### config.mk
export PLATFORM = sky130hd
export DESIGN_NAME = radio_power_mode_controller
export DESIGN_NICKNAME = d
export VERILOG_FILES = /design/src/rpm_pkg.sv /design/src/fifo_if.sv /design/src/radio_power_mode_controller.sv /design/src/data_fifo.sv
export VERILOG_INCLUDE_DIRS = /design/src /design/src/src
export SDC_FILE = /design/constraint.sdc
export NUM_CORES = 1
export LEC_CHECK = 0
export ABC_CLOCK_PERIOD_IN_PS = 7400
export CELL_PAD_IN_SITES_DETAIL_PLACEMENT = 0
export CELL_PAD_IN_SITES_GLOBAL_PLACEMENT = 1
export CORE_UTILIZATION = 55
export DETAILED_ROUTE_END_ITERATION = 10
export DONT_BUFFER_PORTS = 1
export PLACE_DENSITY = 0.89
export SETUP_SLACK_MARGIN = 0.5
export SYNTH_ARGS = -nofsm -noshare
export SYNTH_HDL_FRONTEND = slang
export SYNTH_SLANG_ARGS = --single-unit
### constraint.sdc
create_clock -name clk_i -period 7.4 [get_ports clk_i]
set_input_delay 0.37 -clock clk_i [delete_from_list [all_inputs] [get_ports clk_i]]
set_output_delay 0.37 -clock clk_i [all_outputs]
set_load 0.1 [all_outputs]
### src/rpm_consts.svh
/*
  Address map, field positions, mode codes and timing figures of the power-mode block.
  Assumes a 200 MHz clock and 32-bit APB data with word-aligned registers.
*/
// Function
// - idle behaviour follows last power mode command
// - idle keeps everything powered, receiver listening
// - sleep powers down, ignores commands and RF
// - serial input activity wakes to prior mode (monitor modes wake to power-down)
// - power-down: RF off, commands still accepted
// - RF wake-up from power-down under 200 us
// - monitor: wait interval, listen, repeat
// - silent listen window ends after 200 ms
// - carrier keeps listening until transaction ends
// - codes 0,1,2 select idle, sleep, power-down
// - codes 3..6 select 2,4,8,16 s monitor
// - clear-to-send high pauses host data
// - request-to-send high holds back receive data
// - high reset pin resets, open pin harmless
// - four sensor lines, each input or output
// - analog inputs: 12-bit code or digital
// - missing parameter counts as zero
`ifndef RPM_CONSTS_SVH
`define RPM_CONSTS_SVH
`define ADDR_W        12
`define OFS_MODE      12'h000
`define OFS_RFCMD     12'h004
`define OFS_STATUS    12'h008
`define OFS_SENSOR    12'h00C
`define OFS_ANALOG    12'h010
`define OFS_DATA      12'h014
`define PM_IDLE       3'h0
`define PM_SLEEP      3'h1
`define PM_PDOWN      3'h2
`define PM_MON_FIRST  3'h3
`define PM_MAX        3'h6
`define MODE_NOPARAM  3
`define RF_TX_BIT     0
`define RF_RX_BIT     1
`define RF_END_BIT    2
`define CLK_MHZ       200
`define RF_WAKE_US    200
`define LISTEN_MS     200
`define MON_BASE_S    2
`define RF_WAKE_CYC   ((`RF_WAKE_US * `CLK_MHZ) - 1)
`define LISTEN_CYC    (`LISTEN_MS * 1000 * `CLK_MHZ)
`define MON_BASE_CYC  (`MON_BASE_S * 1000000 * `CLK_MHZ)
`define FIFO_W        8
`define FIFO_DEPTH    16
`define ADC_W         12
`define SYNC_IDLE     10'h002  // synchroniser rest levels: txd idles high, rest low
`endif

### src/rpm_pkg.sv
/*
  Types shared by the power-mode block.
  Assumes nothing of its surroundings.
*/
package rpm_pkg;
  typedef enum logic [2:0] {
    S_IDLE, S_SLEEP, S_PDOWN, S_MON_WAIT, S_MON_LISTEN, S_MON_RX, S_WARMUP, S_ACTIVE
  } pwr_state_type;
  typedef logic [2:0] pmode_type;
endpackage : rpm_pkg

### src/fifo_if.sv
/*
  Valid/ready carrier between the controller and its byte FIFO.
  Assumes both ends run on one clock.
*/
`timescale 1ns/1ps
interface fifo_if #(parameter int W = 8, parameter int LW = 5);
  logic [W-1:0]  wdata;
  logic          wvalid;
  logic          wready;
  logic [W-1:0]  rdata;
  logic          rvalid;
  logic          rready;
  logic [LW-1:0] level;
  modport store (input wdata, wvalid, rready, output wready, rdata, rvalid, level);
  modport user  (output wdata, wvalid, rready, input wready, rdata, rvalid, level);
endinterface : fifo_if

### src/radio_power_mode_controller.sv
/*
  Power-mode controller of a serial radio module: mode sequencing, RF wake-up,
  monitor listen windows, flow control, sensor line setup, APB register file.
  Assumes an APB3 master on clk_i; pins arrive asynchronously and are synchronised.
*/
`timescale 1ns/1ps
`include "rpm_consts.svh"
module radio_power_mode_controller #(
  parameter int unsigned WAKE_CYC     = `RF_WAKE_CYC,
  parameter int unsigned LISTEN_CYC   = `LISTEN_CYC,
  parameter int unsigned MON_BASE_CYC = `MON_BASE_CYC
) (
  input  wire logic                clk_i,
  input  wire logic                rst_b_i,
  input  wire logic                reset_pin_i,
  input  wire logic [`ADDR_W-1:0]  paddr_i,
  input  wire logic                psel_i,
  input  wire logic                penable_i,
  input  wire logic                pwrite_i,
  input  wire logic [31:0]         pwdata_i,
  output logic      [31:0]         prdata_o,
  output logic                     pready_o,
  output logic                     pslverr_o,
  input  wire logic                txd_i,
  input  wire logic                rts_i,
  output logic                     cts_o,
  output logic      [`FIFO_W-1:0]  rx_byte_o,
  output logic                     rx_valid_o,
  input  wire logic                carrier_i,
  output logic                     core_power_o,
  output logic                     rf_power_o,
  output logic                     rx_enable_o,
  output logic                     tx_enable_o,
  input  wire logic [3:0]          sensor_io_line_i,
  output logic      [3:0]          sensor_io_line_o,
  output logic      [3:0]          sensor_io_line_oe_o,
  input  wire logic                analog_input_0_i,
  input  wire logic                analog_input_1_i,
  input  wire logic [`ADC_W-1:0]   analog_input_0_code_i,
  input  wire logic [`ADC_W-1:0]   analog_input_1_code_i
);
  localparam int LW = $clog2(`FIFO_DEPTH) + 1;
  localparam int SW = 10;

  logic [SW-1:0]         sync1_r;
  logic [SW-1:0]         sync2_r;
  logic                  txd_prev_r;
  logic                  rst;
  rpm_pkg::pwr_state_type state_r;
  rpm_pkg::pwr_state_type resume_r;
  rpm_pkg::pmode_type    mode_r;
  logic [31:0]           cnt_r;
  logic                  tx_dir_r;
  logic [9:0]            sensor_r;
  logic [31:0]           prdata_r;
  logic [31:0]           rdata_nxt;
  logic                  pready_r;
  logic                  pslverr_r;
  logic                  cts_r;
  logic                  core_pwr_r;
  logic                  rf_pwr_r;
  logic                  rx_en_r;
  logic                  tx_en_r;
  logic [`FIFO_W-1:0]    rx_byte_r;
  logic                  rx_valid_r;
  logic                  fin;
  logic                  wr;
  logic                  mode_wr;
  logic                  rf_wr;
  logic                  rf_go;
  logic                  rf_end;
  rpm_pkg::pmode_type    new_mode;
  logic                  txd_s;
  logic                  rts_s;
  logic                  carrier_s;
  logic                  txd_act;
  logic [3:0]            dio_s;
  logic [1:0]            ana_s;

  fifo_if #(.W(`FIFO_W), .LW(LW)) fq ();

  data_fifo #(.W(`FIFO_W), .DEPTH(`FIFO_DEPTH)) u_fifo (
    .clk_i (clk_i),
    .rst_i (rst),
    .q     (fq)
  );

  // selected power mode to its resting state
  function automatic rpm_pkg::pwr_state_type base_state(input rpm_pkg::pmode_type m);
    case (m)
      `PM_IDLE:  base_state = rpm_pkg::S_IDLE;
      `PM_SLEEP: base_state = rpm_pkg::S_SLEEP;
      `PM_PDOWN: base_state = rpm_pkg::S_PDOWN;
      default:   base_state = rpm_pkg::S_MON_WAIT;
    endcase
  endfunction : base_state

  // monitor sleep interval, doubling per code step
  function automatic logic [31:0] load_cnt(input rpm_pkg::pmode_type m);
    if (m >= `PM_MON_FIRST) begin
      load_cnt = (MON_BASE_CYC << (m - `PM_MON_FIRST)) - 32'h1;
    end else begin
      load_cnt = 32'h0;
    end
  endfunction : load_cnt

  // address decode, used for the error response only
  function automatic logic mapped(input logic [`ADDR_W-1:0] a);
    mapped = (a == `OFS_MODE) || (a == `OFS_RFCMD) || (a == `OFS_STATUS) ||
             (a == `OFS_SENSOR) || (a == `OFS_ANALOG) || (a == `OFS_DATA);
  endfunction : mapped

  // two-stage synchroniser for every pin input
  always_ff @(posedge clk_i) begin
    if (!rst_b_i) begin
      sync1_r <= `SYNC_IDLE;  // txd rests high so no false wake edge follows reset
      sync2_r <= `SYNC_IDLE;
    end else begin
      sync1_r <= {analog_input_1_i, analog_input_0_i, sensor_io_line_i,
                  carrier_i, rts_i, txd_i, reset_pin_i};
      sync2_r <= sync1_r;
    end
  end

  assign rst       = !rst_b_i | sync2_r[0];
  assign txd_s     = sync2_r[1];
  assign rts_s     = sync2_r[2];
  assign carrier_s = sync2_r[3];
  assign dio_s     = sync2_r[7:4];
  assign ana_s     = sync2_r[9:8];

  // txd edge detect for wake-up
  always_ff @(posedge clk_i) begin
    if (rst) begin
      txd_prev_r <= 1'b1;
    end else begin
      txd_prev_r <= txd_s;
    end
  end
  assign txd_act = (txd_s != txd_prev_r);

  // bus strobes; sleep drops commands
  assign fin      = psel_i & penable_i & pready_r;
  assign wr       = fin & pwrite_i;
  assign mode_wr  = wr && (paddr_i == `OFS_MODE) && (state_r != rpm_pkg::S_SLEEP);
  assign rf_wr    = wr && (paddr_i == `OFS_RFCMD) && (state_r != rpm_pkg::S_SLEEP);
  assign rf_go    = rf_wr & (pwdata_i[`RF_TX_BIT] | pwdata_i[`RF_RX_BIT]);
  assign rf_end   = rf_wr & pwdata_i[`RF_END_BIT];
  assign new_mode = pwdata_i[`MODE_NOPARAM] ? `PM_IDLE : pwdata_i[2:0];
  assign fq.wdata  = pwdata_i[`FIFO_W-1:0];
  assign fq.wvalid = wr && (paddr_i == `OFS_DATA);
  assign fq.rready = !rts_s && (state_r != rpm_pkg::S_SLEEP);

  // apb answer: ready one cycle into access, data writes held off while fifo full
  always_ff @(posedge clk_i) begin
    if (rst) begin
      pready_r  <= 1'b0;
      pslverr_r <= 1'b0;
      prdata_r  <= '0;
    end else begin
      pready_r <= psel_i & penable_i & !pready_r &
                  !(pwrite_i && (paddr_i == `OFS_DATA) && !fq.wready);
      if (psel_i & penable_i & !pready_r) begin
        pslverr_r <= !mapped(paddr_i);
        prdata_r  <= rdata_nxt;
      end
    end
  end

  // read mux
  always_comb begin
    rdata_nxt = 32'h0;
    case (paddr_i)
      `OFS_MODE:   rdata_nxt = {29'h0, mode_r};
      `OFS_STATUS: rdata_nxt = {16'h0, 3'h0, LW'(fq.level), rx_en_r, tx_en_r, rf_pwr_r,
                                cts_r, 1'b0, state_r};
      `OFS_SENSOR: rdata_nxt = {16'h0, ana_s, dio_s, sensor_r};
      `OFS_ANALOG: begin
        rdata_nxt[`ADC_W-1:0]     = sensor_r[8] ? `ADC_W'(ana_s[0]) : analog_input_0_code_i;
        rdata_nxt[16+`ADC_W-1:16] = sensor_r[9] ? `ADC_W'(ana_s[1]) : analog_input_1_code_i;
      end
      default:     rdata_nxt = 32'h0;
    endcase
  end

  // stored power mode, codes above the last are ignored
  always_ff @(posedge clk_i) begin
    if (rst) begin
      mode_r <= `PM_IDLE;
    end else if (mode_wr && (new_mode <= `PM_MAX)) begin
      mode_r <= new_mode;
    end
  end

  // sensor setup: [3:0] drive enable, [7:4] level, [9:8] analog as digital
  always_ff @(posedge clk_i) begin
    if (rst) begin
      sensor_r <= '0;
    end else if (wr && (paddr_i == `OFS_SENSOR)) begin
      sensor_r <= pwdata_i[9:0];
    end
  end

  // power state sequencer
  always_ff @(posedge clk_i) begin
    if (rst) begin
      state_r  <= rpm_pkg::S_IDLE;
      resume_r <= rpm_pkg::S_IDLE;
      cnt_r    <= '0;
      tx_dir_r <= 1'b0;
    end else if (mode_wr && (new_mode <= `PM_MAX) && (state_r != rpm_pkg::S_WARMUP) &&
                 (state_r != rpm_pkg::S_ACTIVE)) begin
      state_r <= base_state(new_mode);
      cnt_r   <= load_cnt(new_mode);
      if (new_mode == `PM_SLEEP) begin
        resume_r <= (state_r == rpm_pkg::S_IDLE) ? rpm_pkg::S_IDLE : rpm_pkg::S_PDOWN;
      end
    end else if (rf_go && (state_r != rpm_pkg::S_WARMUP) && (state_r != rpm_pkg::S_ACTIVE)) begin
      tx_dir_r <= pwdata_i[`RF_TX_BIT];
      if (state_r == rpm_pkg::S_PDOWN || state_r == rpm_pkg::S_MON_WAIT) begin
        state_r <= rpm_pkg::S_WARMUP;
        cnt_r   <= WAKE_CYC - 32'h1;
      end else begin
        state_r <= rpm_pkg::S_ACTIVE;
      end
    end else begin
      case (state_r)
        rpm_pkg::S_SLEEP: begin
          if (txd_act) state_r <= resume_r;
        end
        rpm_pkg::S_WARMUP: begin
          if (cnt_r == 32'h0) state_r <= rpm_pkg::S_ACTIVE;
          else cnt_r <= cnt_r - 32'h1;
        end
        rpm_pkg::S_ACTIVE: begin
          if (rf_end) begin
            state_r <= base_state(mode_r);
            cnt_r   <= load_cnt(mode_r);
          end
        end
        rpm_pkg::S_MON_WAIT: begin
          if (cnt_r == 32'h0) begin
            state_r <= rpm_pkg::S_MON_LISTEN;
            cnt_r   <= LISTEN_CYC - 32'h1;
          end else begin
            cnt_r <= cnt_r - 32'h1;
          end
        end
        rpm_pkg::S_MON_LISTEN: begin
          if (carrier_s) begin
            state_r <= rpm_pkg::S_MON_RX;
          end else if (cnt_r == 32'h0) begin
            state_r <= rpm_pkg::S_MON_WAIT;
            cnt_r   <= load_cnt(mode_r);
          end else begin
            cnt_r <= cnt_r - 32'h1;
          end
        end
        rpm_pkg::S_MON_RX: begin
          if (!carrier_s) begin
            state_r <= rpm_pkg::S_MON_WAIT;
            cnt_r   <= load_cnt(mode_r);
          end
        end
        default: state_r <= state_r;
      endcase
    end
  end

  // power and enable outputs follow the state one cycle later
  always_ff @(posedge clk_i) begin
    if (rst) begin
      core_pwr_r <= 1'b1;
      rf_pwr_r   <= 1'b1;
      rx_en_r    <= 1'b1;
      tx_en_r    <= 1'b0;
      cts_r      <= 1'b0;
    end else begin
      core_pwr_r <= (state_r != rpm_pkg::S_SLEEP);
      rf_pwr_r   <= !(state_r inside {rpm_pkg::S_SLEEP, rpm_pkg::S_PDOWN,
                                      rpm_pkg::S_MON_WAIT});
      rx_en_r    <= (state_r inside {rpm_pkg::S_IDLE, rpm_pkg::S_MON_LISTEN,
                                     rpm_pkg::S_MON_RX}) ||
                    (state_r == rpm_pkg::S_ACTIVE && !tx_dir_r);
      tx_en_r    <= (state_r == rpm_pkg::S_ACTIVE) && tx_dir_r;
      cts_r      <= (state_r == rpm_pkg::S_WARMUP);
    end
  end

  // receive byte stream toward the host
  always_ff @(posedge clk_i) begin
    if (rst) begin
      rx_valid_r <= 1'b0;
      rx_byte_r  <= '0;
    end else begin
      rx_valid_r <= fq.rvalid & fq.rready;
      if (fq.rvalid & fq.rready) rx_byte_r <= fq.rdata;
    end
  end

  assign prdata_o            = prdata_r;
  assign pready_o            = pready_r;
  assign pslverr_o           = pslverr_r;
  assign cts_o               = cts_r;
  assign rx_byte_o           = rx_byte_r;
  assign rx_valid_o          = rx_valid_r;
  assign core_power_o        = core_pwr_r;
  assign rf_power_o          = rf_pwr_r;
  assign rx_enable_o         = rx_en_r;
  assign tx_enable_o         = tx_en_r;
  assign sensor_io_line_oe_o = sensor_r[3:0];
  assign sensor_io_line_o    = sensor_r[7:4];

  // helper: length of the current wake-up
  logic [31:0] warm_len_r;
  always_ff @(posedge clk_i) begin
    if (rst || state_r != rpm_pkg::S_WARMUP) warm_len_r <= '0;
    else warm_len_r <= warm_len_r + 32'h1;
  end
endmodule : radio_power_mode_controller

### src/data_fifo.sv
/*
  Synchronous FIFO, width and depth as parameters.
  Assumes a synchronous active-high reset and a power-of-two depth.
*/
`timescale 1ns/1ps
module data_fifo #(
  parameter int W     = 8,
  parameter int DEPTH = 16
) (
  input wire logic clk_i,
  input wire logic rst_i,
  fifo_if.store    q
);
  localparam int AW = $clog2(DEPTH);
  logic [W-1:0]  mem [DEPTH];
  logic [AW-1:0] wp_r;
  logic [AW-1:0] rp_r;
  logic [AW:0]   cnt_r;
  logic          push;
  logic          pop;

  // honest flags from the fill count
  assign q.wready = (cnt_r != (AW+1)'(DEPTH));
  assign q.rvalid = (cnt_r != '0);
  assign q.rdata  = mem[rp_r];
  assign q.level  = cnt_r;
  assign push     = q.wvalid & q.wready;
  assign pop      = q.rvalid & q.rready;

  // storage write
  always_ff @(posedge clk_i) begin
    if (push) begin
      mem[wp_r] <= q.wdata;
    end
  end

  // pointers and fill count
  always_ff @(posedge clk_i) begin
    if (rst_i) begin
      wp_r  <= '0;
      rp_r  <= '0;
      cnt_r <= '0;
    end else begin
      if (push) wp_r <= wp_r + 1'b1;
      if (pop) rp_r <= rp_r + 1'b1;
      cnt_r <= cnt_r + (AW+1)'(push) - (AW+1)'(pop);
    end
  end
endmodule : data_fifo

* Yosys cells after proc, flatten, opt, wreduce, memory -nomap -nowiden
Memory sizes are Yosys's and may differ from the RTL's. A register that Yosys moved wholly into a read port is not among the register bits.
Index checks and enable logic that the tools add are counted.
** Operators by class
- Mux-type cells :: 34
- Add/sub/neg operators :: 9
- Shifts and indexed selects :: 2
- Eq/ne operators :: 30
- $lt $le $gt $ge :: 3
- Bitwise operators :: 12
- Reductions and logical operators :: 45
** Operators with widths (count)
- 32-bit two-way mux :: 11
- 32-bit one-hot mux with 5 select lines :: 1
- 32-bit by 1-bit subtractor with 32-bit output, second input constant :: 3
- 29-bit by 3-bit << shifter with 32-bit output, first input constant :: 2
- 12-bit one-hot mux with 4 select lines :: 1
- 12-bit two-way mux :: 3
- 32-bit zero test :: 1
- 3-bit two-way mux :: 10
- 4-bit inequality test, second input constant :: 7
- 12-bit by 4-bit equality test with 1-bit output, second input constant :: 2
- 12-bit by 5-bit equality test with 1-bit output, second input constant :: 2
- 3-bit one-hot mux with 6 select lines :: 1
- 1-bit logical AND :: 16
- 12-bit by 3-bit equality test with 1-bit output, second input constant :: 1
- 3-bit by 2-bit equality test with 1-bit output, second input constant :: 4
- 3-bit equality test, second input constant :: 4
- 12-bit zero test :: 1
- 2-bit one-hot mux with 3 select lines :: 2
- 5-bit inequality test, second input constant :: 2
- 1-bit bitwise AND :: 9
- 3-bit by 1-bit equality test with 1-bit output, second input constant :: 3
- 3-bit zero test :: 3
- 4-bit by 1-bit adder with 4-bit output, second input constant :: 2
- 1-bit zero test :: 8
- 22 further kinds :: 36
** Storage, ports and cells
- Logic and storage cells :: 157
- Input bits :: 83
- Bits in writable memories :: 128
- Memories kept :: 1
- Output and inout port bits :: 56
- Register bits after elaboration :: 122
** Memories
- u_fifo.mem :: depth 16, width 8, rd ports 1, clocked after Yosys merged registers in 1, wr ports 1, RTL line data_fifo.sv:15 : logic [W-1:0] mem [DEPTH];

* Logic depth before layout (Yosys ltp)
Gate-level depths: netlist (run 1).
- Depth in word-level cells :: 10
- Gate-level depth with buffers :: 15
- Gate-level depth less buffers :: 14

* Cells and area by module
From an unflattened synthesis (run 1), not the netlist that was laid out.
** Second synthesis, totals
- Cells, all modules :: 1186
- Area, all modules :: 12828.6 sq um
** Modules (own cells, without submodules)
- radio_power_mode_controller :: times used 1, area each 7018.0 sq um, cells an instance 878, seq. area each 2302.2 sq um
- data_fifo :: times used 1, area each 5810.6 sq um, cells an instance 308, seq. area each 4184.0 sq um

* Least setup slack after synthesis (run 1)
No wires, ideal clock.
- Kind :: reg-to-reg
- Start :: reg pready_r (netlist: pready_o)
- End :: reg cnt_r[23]
- Arrival :: 3.254 ns
- Path buffers :: 2
- Clock period less this slack :: 3.323 ns
- Cell stages (with the launch flop) :: 10
- Slack :: 4.077 ns
- Library setup time :: 0.070 ns
- Required time :: 7.330 ns
- Cells stage by stage :: dfxtp_1 nand4_1 or4_1 or3_1 clkbuf_1 or2_2 buf_2 nor3b_1 a21oi_1 a21oi_1
** On the way
- Word-level cells in the longest chain between the ends :: 9
- Elaborated cells on any way between the ends :: 22
- Classes of those cells :: eq/ne (5); mux (2); bitwise (4); reduce/logical (11)
** Ends and longest elaborated chain
- start: declaration :: RTL line radio_power_mode_controller.sv:57 : logic pready_r;
- start signal: assignment :: RTL line radio_power_mode_controller.sv:161 : pready_r <= psel_i & penable_i & !pready_r &
- 1-bit bitwise AND * :: RTL line radio_power_mode_controller.sv:143 : assign fin = psel_i & penable_i & pready_r;
- 1-bit bitwise AND * :: RTL line radio_power_mode_controller.sv:144 : assign wr = fin & pwrite_i;
- 1-bit logical AND (on tied branches) (2 in a row) :: RTL line radio_power_mode_controller.sv:146, radio_power_mode_controller.sv:145
- 1-bit bitwise AND / 1-bit logical AND (equally long branches) :: RTL line radio_power_mode_controller.sv:147, radio_power_mode_controller.sv:211
- 1-bit logical AND (on tied branches) (2 in a row) :: RTL line radio_power_mode_controller.sv:218, radio_power_mode_controller.sv:211
- 4-bit inequality test (no source line), or another cell as far along
- 6-bit AND reduction (no source line) / 32-bit two-way mux (equally long branches)
- end signal: assignment :: RTL line radio_power_mode_controller.sv:214 : cnt_r <= load_cnt(new_mode);
- end signal: assignment :: RTL line radio_power_mode_controller.sv:222 : cnt_r <= WAKE_CYC - 32'h1;
- end signal: assignment :: RTL line radio_power_mode_controller.sv:233 : else cnt_r <= cnt_r - 32'h1;
- end: declaration :: RTL line radio_power_mode_controller.sv:52 : logic [31:0] cnt_r;
Mark *: on every way between the ends. The rest lies on a longest branch, timed or not.
A chain may end at the register's enable or synchronous reset.

* Worst setup path after layout (run 1)
- Start :: reg pready_r (netlist: pready_o)
- End :: reg cnt_r[14]
The elaborated chain is that of the path after synthesis.

==> results of run 1 <==
worst max-delay path, cell delays in order, from the launching register on:
cell	delay [ns]
dfxtp_1	1.03
nand4_1	0.48
nor3_1	0.53
o211ai_1	0.15
a31oi_1	0.24
o221a_2	0.88
o21ai_0	0.28
o221a_2	0.30
registers in the layout, summed over array words and instances (netlist names), 4 cells and up:
signal / flops
sync1_r: 10
u_fifo.q.level: 5
u_fifo.mem: 128
prdata_o: 28
u_fifo.rp_r: 4
sync2_r: 10
u_fifo.wp_r: 4
rx_byte_o: 8
sensor_r: 10
cnt_r: 32
synthesized netlist by cell type, types with 6 or more instances:
library cell / instances
nor4_1: 16
or3_1: 8
a22oi_1: 28
a31oi_1: 18
mux4_2: 40
nand2_1: 67
clkbuf_1: 49
o22ai_1: 10
buf_2: 7
or4_1: 7
xnor2_1: 25
a21oi_1: 58
nand4_1: 7
and2_1: 22
buf_4: 12
nor3b_1: 7
edfxtp_1: 128
nor2b_1: 6
mux2i_1: 31
or2_2: 7
o21ai_0: 65
o2bb2ai_1: 10
ha_1: 35
inv_1: 26
buf_1: 10
nand2b_1: 15
dfxtp_1: 128
nor2_1: 120
xor2_1: 22
nor3_1: 31
nand3_1: 25
per-layer routing:
metal  track usage, %  share of wire (%)  vias up
li1                 -                  -     4164
met1             35.6                 41     4406
met2             47.3                 50      339
met3             3.99                5.9       72
met4             9.14                3.2        0
met5                0                  0        -
layout make-up:
type                    count  area, um2  share of cell area (%)
flip-flops and latches    256       6410                    47.2
multi-input cells         767       5530                    40.8
clock buffers              33        677                    4.99
repair buffers             40        375                    2.77
well taps                 280        350                    2.58
clock inverters            15        130                   0.959
inverters                  27        101                   0.747
final timing paths:
kind | from | endpoint | slack [ns]
max reg2reg | pready_o | cnt_r[14] | 3.39
max | pready_o | cnt_r[14] | 3.39
min | analog_input_1_code_i[10] | prdata_o[26] | 0.01
min reg2reg | sync1_r[1] | sync2_r[1] | 0.42
cells by family (layout without fill, tap and decap cells):
group / Yosys count / count (layout)
flip-flops: 256 / 256
adder cells (fa/ha/maj): 36 / 36
XOR/XNOR: 47 / 47
multiplexers: 72 / 72
buffers and inverters: 107 / 115
other: 1 / 4
AND/OR/NAND/NOR: 365 / 365
AO/OA/AOI/OAI: 243 / 243
repair_timing:
item / in CTS / in global routing
hold buffers: 30 / 0
setup endpoints to repair: 0 / 0
endpoints found under the hold margin: 168 / 0
per-stage QoR:
| step | instances | instance area [um2] |
|---|---|---|
| after detailed placement | 1340 | 12500 |
| after CTS | 1418 | 13600 |
| after global routing | 1418 | 13600 |
| final | 1418 | 13600 |
| after global placement | 1340 | 12500 |
| after floorplan | 1130 | 12400 |
power groups by stage:
stage                     Combinational [W]  Clock, W  Sequential [W]
after floorplan                    0.000446         0         0.00170
after global placement             0.000535         0         0.00171
after detailed placement           0.000553         0         0.00171
after CTS                          0.000584   0.00126         0.00168
after global routing               0.000633   0.00132         0.00169
final                              0.000576   0.00125         0.00168
==> metrics.txt, run 1 <==
I/O pins 139; maxcap violations 0; number of flops mapped to enable cells by yosys approximately 130; internal power 0.00250 W; leading cell type in the layout, fill and taps excluded edfxtp_1; Post-Synth XOR/XNOR Area 3.33%; flops & latches, synth approximately 260; Synth top area share 31.1%; WL per Instance 22.2 um; initial antenna violation count 0; post-synthesis adder-cell area fraction 3.70%; switch share between 20% and 30%; P per Cell Area roughly 260 nW/um2; Mapped Avg Cell Area 11.0 um2; synth unique cells 72; largest net degree at the start of global routing 76; crit path time final 4.01 ns; n_diodes 0; worst-path fanout max 56; Slew Viols, Final 0; TNS Setup 0 ns; Final ANT Viol Nets 0; Clock Latency Late Sink 0.54 ns; final worst-path cycle share 54.2%; DRC Markers 18; layout net count between 1000 and 1500; HP Class in -> reg; Synth Area in Compound Gates approximately 13%; synth top area cells edfxtp_1 (31%), dfxtp_1 (21%), mux4_2 (7.3%); Startpoint Class flop; Vias/cell 6.33; All-Layer GR Usage a little over a quarter; clk_skew 0.00930 ns; CTS tree built; Final setup viols 0; die area 23100 um2; unrepaired setup endpoints after global routing no; final hold vios 0; largest family of logic cells by synthesized area simple AND/OR/NAND/NOR gates; TritonCTS sink count 256; number of DRC markers in iteration 0 959; die height around 150 um; maximum clock frequency 0.249 GHz; multiplexer share of the synthesized area 9.88%; core area 22000 um2; Cell Area, Synth 12400 um2; Clock power frac 35.6%; critical path class reg -> reg; Layout area overhead 9.68%; Switching Power 0.00101 W; Fillers roughly 1700; YS warnings 0; layout cell share with drive strength beyond 1 10.5%; Comb power frac 16.4%; violated checks design-rule violations; setup ws final 3.39 ns; Setup WS pre-CTS 3.47 ns; GRT overflow 0; most frequent cells in the layout edfxtp_1 (128), dfxtp_1 (127), nor2_1 (120); Mapped Cells 1127; Seq/Total Area, Yosys between 50% and 60%; FFs w/ async S/R, synth 0%; WHS Path Cells 2; DR pass1 iterations 9; DR vias 8981; smallest hold slack 0.0112 ns; Post-synth top flop edfxtp_1; Worst Tran Pin Value 1.34 ns; Total Power between 0.003 and 0.004 W; # Post-CTS Setup Buffers 0; Initial Utilization 56.4%; Worst Path Required about 7.8 ns; critical path data arrival time 4.44 ns; Root Buffer clkbuf_16; Resized Gates After CTS 0; vias in the first global route ~8700; Die Wd 152 um; first-pass GRT wire length 49.4 mm; relative slew slack 9.70%; dpl hpwl between 20 and 25 mm; Seq pwr share 48.0%; leakage power total 4.82 nW; maximum clock path buffer count 3; Worst-path clk slew 0.07 ns; RePlAce Congestion about 0.9; num rows 54; Worst VDD drop 0.181 mV; reg2reg path depth 7; outcome complete, but fails checks; H-Tree Depth 1; Setup crit end kind flop; top cell type by total area after synthesis edfxtp_1; Num CTS Buffers 26; Final Util 61.8%; # port buffers 0; total length of routed wires 31.5 mm; Synth Area in Simple Gates 14.8%
Power figures use the tool's default switching activity.
==> run 2, diff against run 1 <==
--- a/config.mk
+++ b/config.mk
@@ -6,13 +6,13 @@
 export SDC_FILE = /design/constraint.sdc
 export NUM_CORES = 1
 export LEC_CHECK = 0
-export ABC_CLOCK_PERIOD_IN_PS = 7400
+export ABC_CLOCK_PERIOD_IN_PS = 3770
 export CELL_PAD_IN_SITES_DETAIL_PLACEMENT = 0
 export CELL_PAD_IN_SITES_GLOBAL_PLACEMENT = 1
-export CORE_UTILIZATION = 55
+export CORE_UTILIZATION = 51
 export DETAILED_ROUTE_END_ITERATION = 10
 export DONT_BUFFER_PORTS = 1
-export PLACE_DENSITY = 0.89
+export PLACE_DENSITY = 0.84
 export SETUP_SLACK_MARGIN = 0.5
 export SYNTH_ARGS = -nofsm -noshare
 export SYNTH_HDL_FRONTEND = slang
==> constraint.sdc (replaced) <==
create_clock -name clk_i -period 3.77 [get_ports clk_i]
set_input_delay 0.1885 -clock clk_i [delete_from_list [all_inputs] [get_ports clk_i]]
set_output_delay 0.1885 -clock clk_i [all_outputs]
set_load 0.1 [all_outputs]
==> run 2 against run 1 <==
The run now ends clean. Combinational power grew 96%. Critical path depth stayed put. Flip-flop and latch count unchanged. Worst hold slack gained 0.013 ns. Clock power grew 110%. Fmax grew 27%. Wire length is 2.5% higher. Sequential power increased by 99%. Core utilization down 2.1 points. Via count increased by 0.12%. Largest power group unchanged.
==> metrics.txt, run 2 (synthesis results as in run 1) <==
crit path time final 3.15 ns (-0.856 ns); cell family with most CP delay simple AND/OR/NAND/NOR gates; maximum clock path buffer count 3 (unchanged); number of DRC markers in iteration 0 880 (-8.2%); HP Class in -> reg; Initial Utilization 52.4% (-3.9 points); worst-path fanout max 8 (-86%); first-pass GRT wire length 49.1 mm (-0.68%); Largest Register u_fifo.mem; layout net count 1282 (+3.6%); P per Cell Area 504 nW/um2 (+95%); reg2reg path depth 7 (unchanged); R2R Setup Slk 0.62 ns (-2.77 ns); Final Non-Filler Cells 1504 (+6.1%); final hold vios 0 (unchanged); Num CTS Buffers 27 (+3.8%); Final ANT Viol Nets 0 (unchanged); Worst-path clk slew 0.06 ns (about the same); Die Wd 158 um (+3.8%); r2r endpoint cnt_r[28]; Worst VDD drop 0.379 mV (+110%); Slowest-stage cell, CP or4_1; Setup WS pre-CTS 0.560 ns (-2.91 ns); area taken by multi-input logic gates 5540 um2 (+0.16%); leading cell type in the layout, fill and taps excluded edfxtp_1; GRT overflow 0 (unchanged); die height 158 um (+3.8%); DR pass1 iterations 5 (-4); CTS tree built; die area 24900 um2 (+7.7%); leakage power total 5.08 nW (+5.4%); cells along the critical path or4_1 > nand4b_1 > o41ai_4 > nand4_2 > a2111oi_2 > o21ai_1 > a21oi_1; Clock Latency Late Sink 0.55 ns (about the same); unrepaired setup endpoints after global routing no; WP depth 7 (unchanged); total length of routed wires 32.3 mm (+2.5%); final worst-path cycle share 83.6% (+29 points); TNS Setup 0 ns (unchanged); most frequent cells in the layout edfxtp_1 (128), dfxtp_1 (126), nor2_1 (120); Layout area overhead 14.0%; core area 23600 um2 (+7.5%); hold wc startpoint analog_input_0_code_i[0]; num rows 56 (+3.7%); FF/Latch Area 6410 um2 (about the same); clk_skew 0.0133 ns (+0.00404 ns); max reg flops 128 (unchanged); WHS Path Cells 4 (+2); DRC Markers 0 (-18); Final setup viols 0 (unchanged); critical path data arrival time 3.62 ns (-0.82 ns); Hold Crit Endpoint prdata_o[0]; WL met1 13.5 mm (+4.0%); WL per Instance 21.5 um (-3.4%); dpl hpwl 21.5 mm (+3.3%); initial antenna violation count 2 (+2); Inst Count DP 1404 (+4.8%); Fillers 1941 (+12%); Setup crit end kind flop; met3 wire len 2.06 mm (+10%); Slew Viols, Final 0 (unchanged); setup ws final 0.618 ns (-2.77 ns); TritonCTS sink count 256 (unchanged); Startpoint Class flop; Worst path max stage delay 0.61 ns (-0.42 ns); outcome completed; I/O pins 139 (unchanged); Root Buffer clkbuf_16; Worst Path Buf+Inv 0 (unchanged); met2 WL 15.7 mm (+0.26%); RePlAce Congestion 0.908 (+0.67%); maximum clock frequency 0.317 GHz (+27%); maxcap violations 0 (unchanged); # port buffers 0 (unchanged); H-Tree Depth 1 (unchanged); DR vias 8992 (+0.12%); vias in the first global route 8586 (-1.2%); All-Layer GR Usage 25.9% (-1.5 points); largest net degree at the start of global routing 57 (-25%); Worst Path Required 4.23 ns (-3.60 ns); Worst Tran Pin Value 1.12 ns (-0.222 ns); critical path class reg -> reg; relative slew slack 25.1% (+15 points); r2r startpoint cnt_r[15]; Vias/cell 5.98 (-5.6%); highest routed layer met4; layout cell share with drive strength beyond 1 12.2% (+1.8 points)
run 2: changes by cell type in the layout (fill, tap and decap cells not counted), sizes merged:
cell,previous run,this run
clkinvlp,4,2
clkbuf,33,39
bufinv,1,2
dlygate4sd3,30,49
inv,30,28
clkinv,7,6
buf,10,35
diode,0,1
run 2: tightest hold or removal path: stages:
cell and delay (ns):
mux2i_1 0.05, o22ai_1 0.13, a22oi_1 0.08, nor2_1 0.08
run 2: cell type report:
type / instances / area share, %
clock buffer: 39 / 5.40
multi-input combinational: 767 / 39.3
timing repair buffer: 84 / 5.43
tap: 319 / 2.83
inverter: 27 / 0.719
clock inverter: 11 / 0.869
sequential: 256 / 45.4
antenna: 1 / 0.0177
run 2: how the worst max path moves through the flow:
stage               slack (ns)         from   endpoint
finish                    0.62    cnt_r[15]  cnt_r[28]
global route              0.54    cnt_r[15]  cnt_r[28]
CTS                       0.65     cnt_r[9]  cnt_r[29]
detailed placement        0.56  pwdata_i[3]  cnt_r[21]
global placement          0.57  pwdata_i[3]  cnt_r[21]
floorplan                 0.57    mode_r[2]  cnt_r[16]
run 2: per-stage QoR:
step           util, %  hold slack [ns]  area, um2  power (W)
2_1_floorplan        -            0.287      12400    0.00422
3_3_place_gp      53.9            0.265      12700    0.00444
3_5_place_dp      53.9            0.269      12700    0.00447
4_1_cts           59.7          0.00377      14100    0.00715
5_1_grt           59.7           0.0398      14100    0.00737
6_report          59.7           0.0244      14100    0.00710
run 2: timing repair:
item / 4_1_cts / 5_1_grt
gates resized for setup: 0 / 1
hold buffers: 49 / 0
setup buffers: 0 / 0
endpoints found under the hold margin: 185 / 0
setup endpoints to repair: 0 / 10
run 2: power breakdown:
part	internal, W	total, W	switching, W
registers	0.00300	0.00335	0.000353
clock network	0.00155	0.00262	0.00108
logic	0.000574	0.00113	0.000553
total	0.00512	0.00710	0.00198
run 2: routing by layer:
metal | track usage [%] | up-vias
met5 | 0 | -
met4 | 8.74 | 0
met3 | 4.49 | 66
met2 | 43.4 | 310
met1 | 34.0 | 4374
li1 | - | 4242
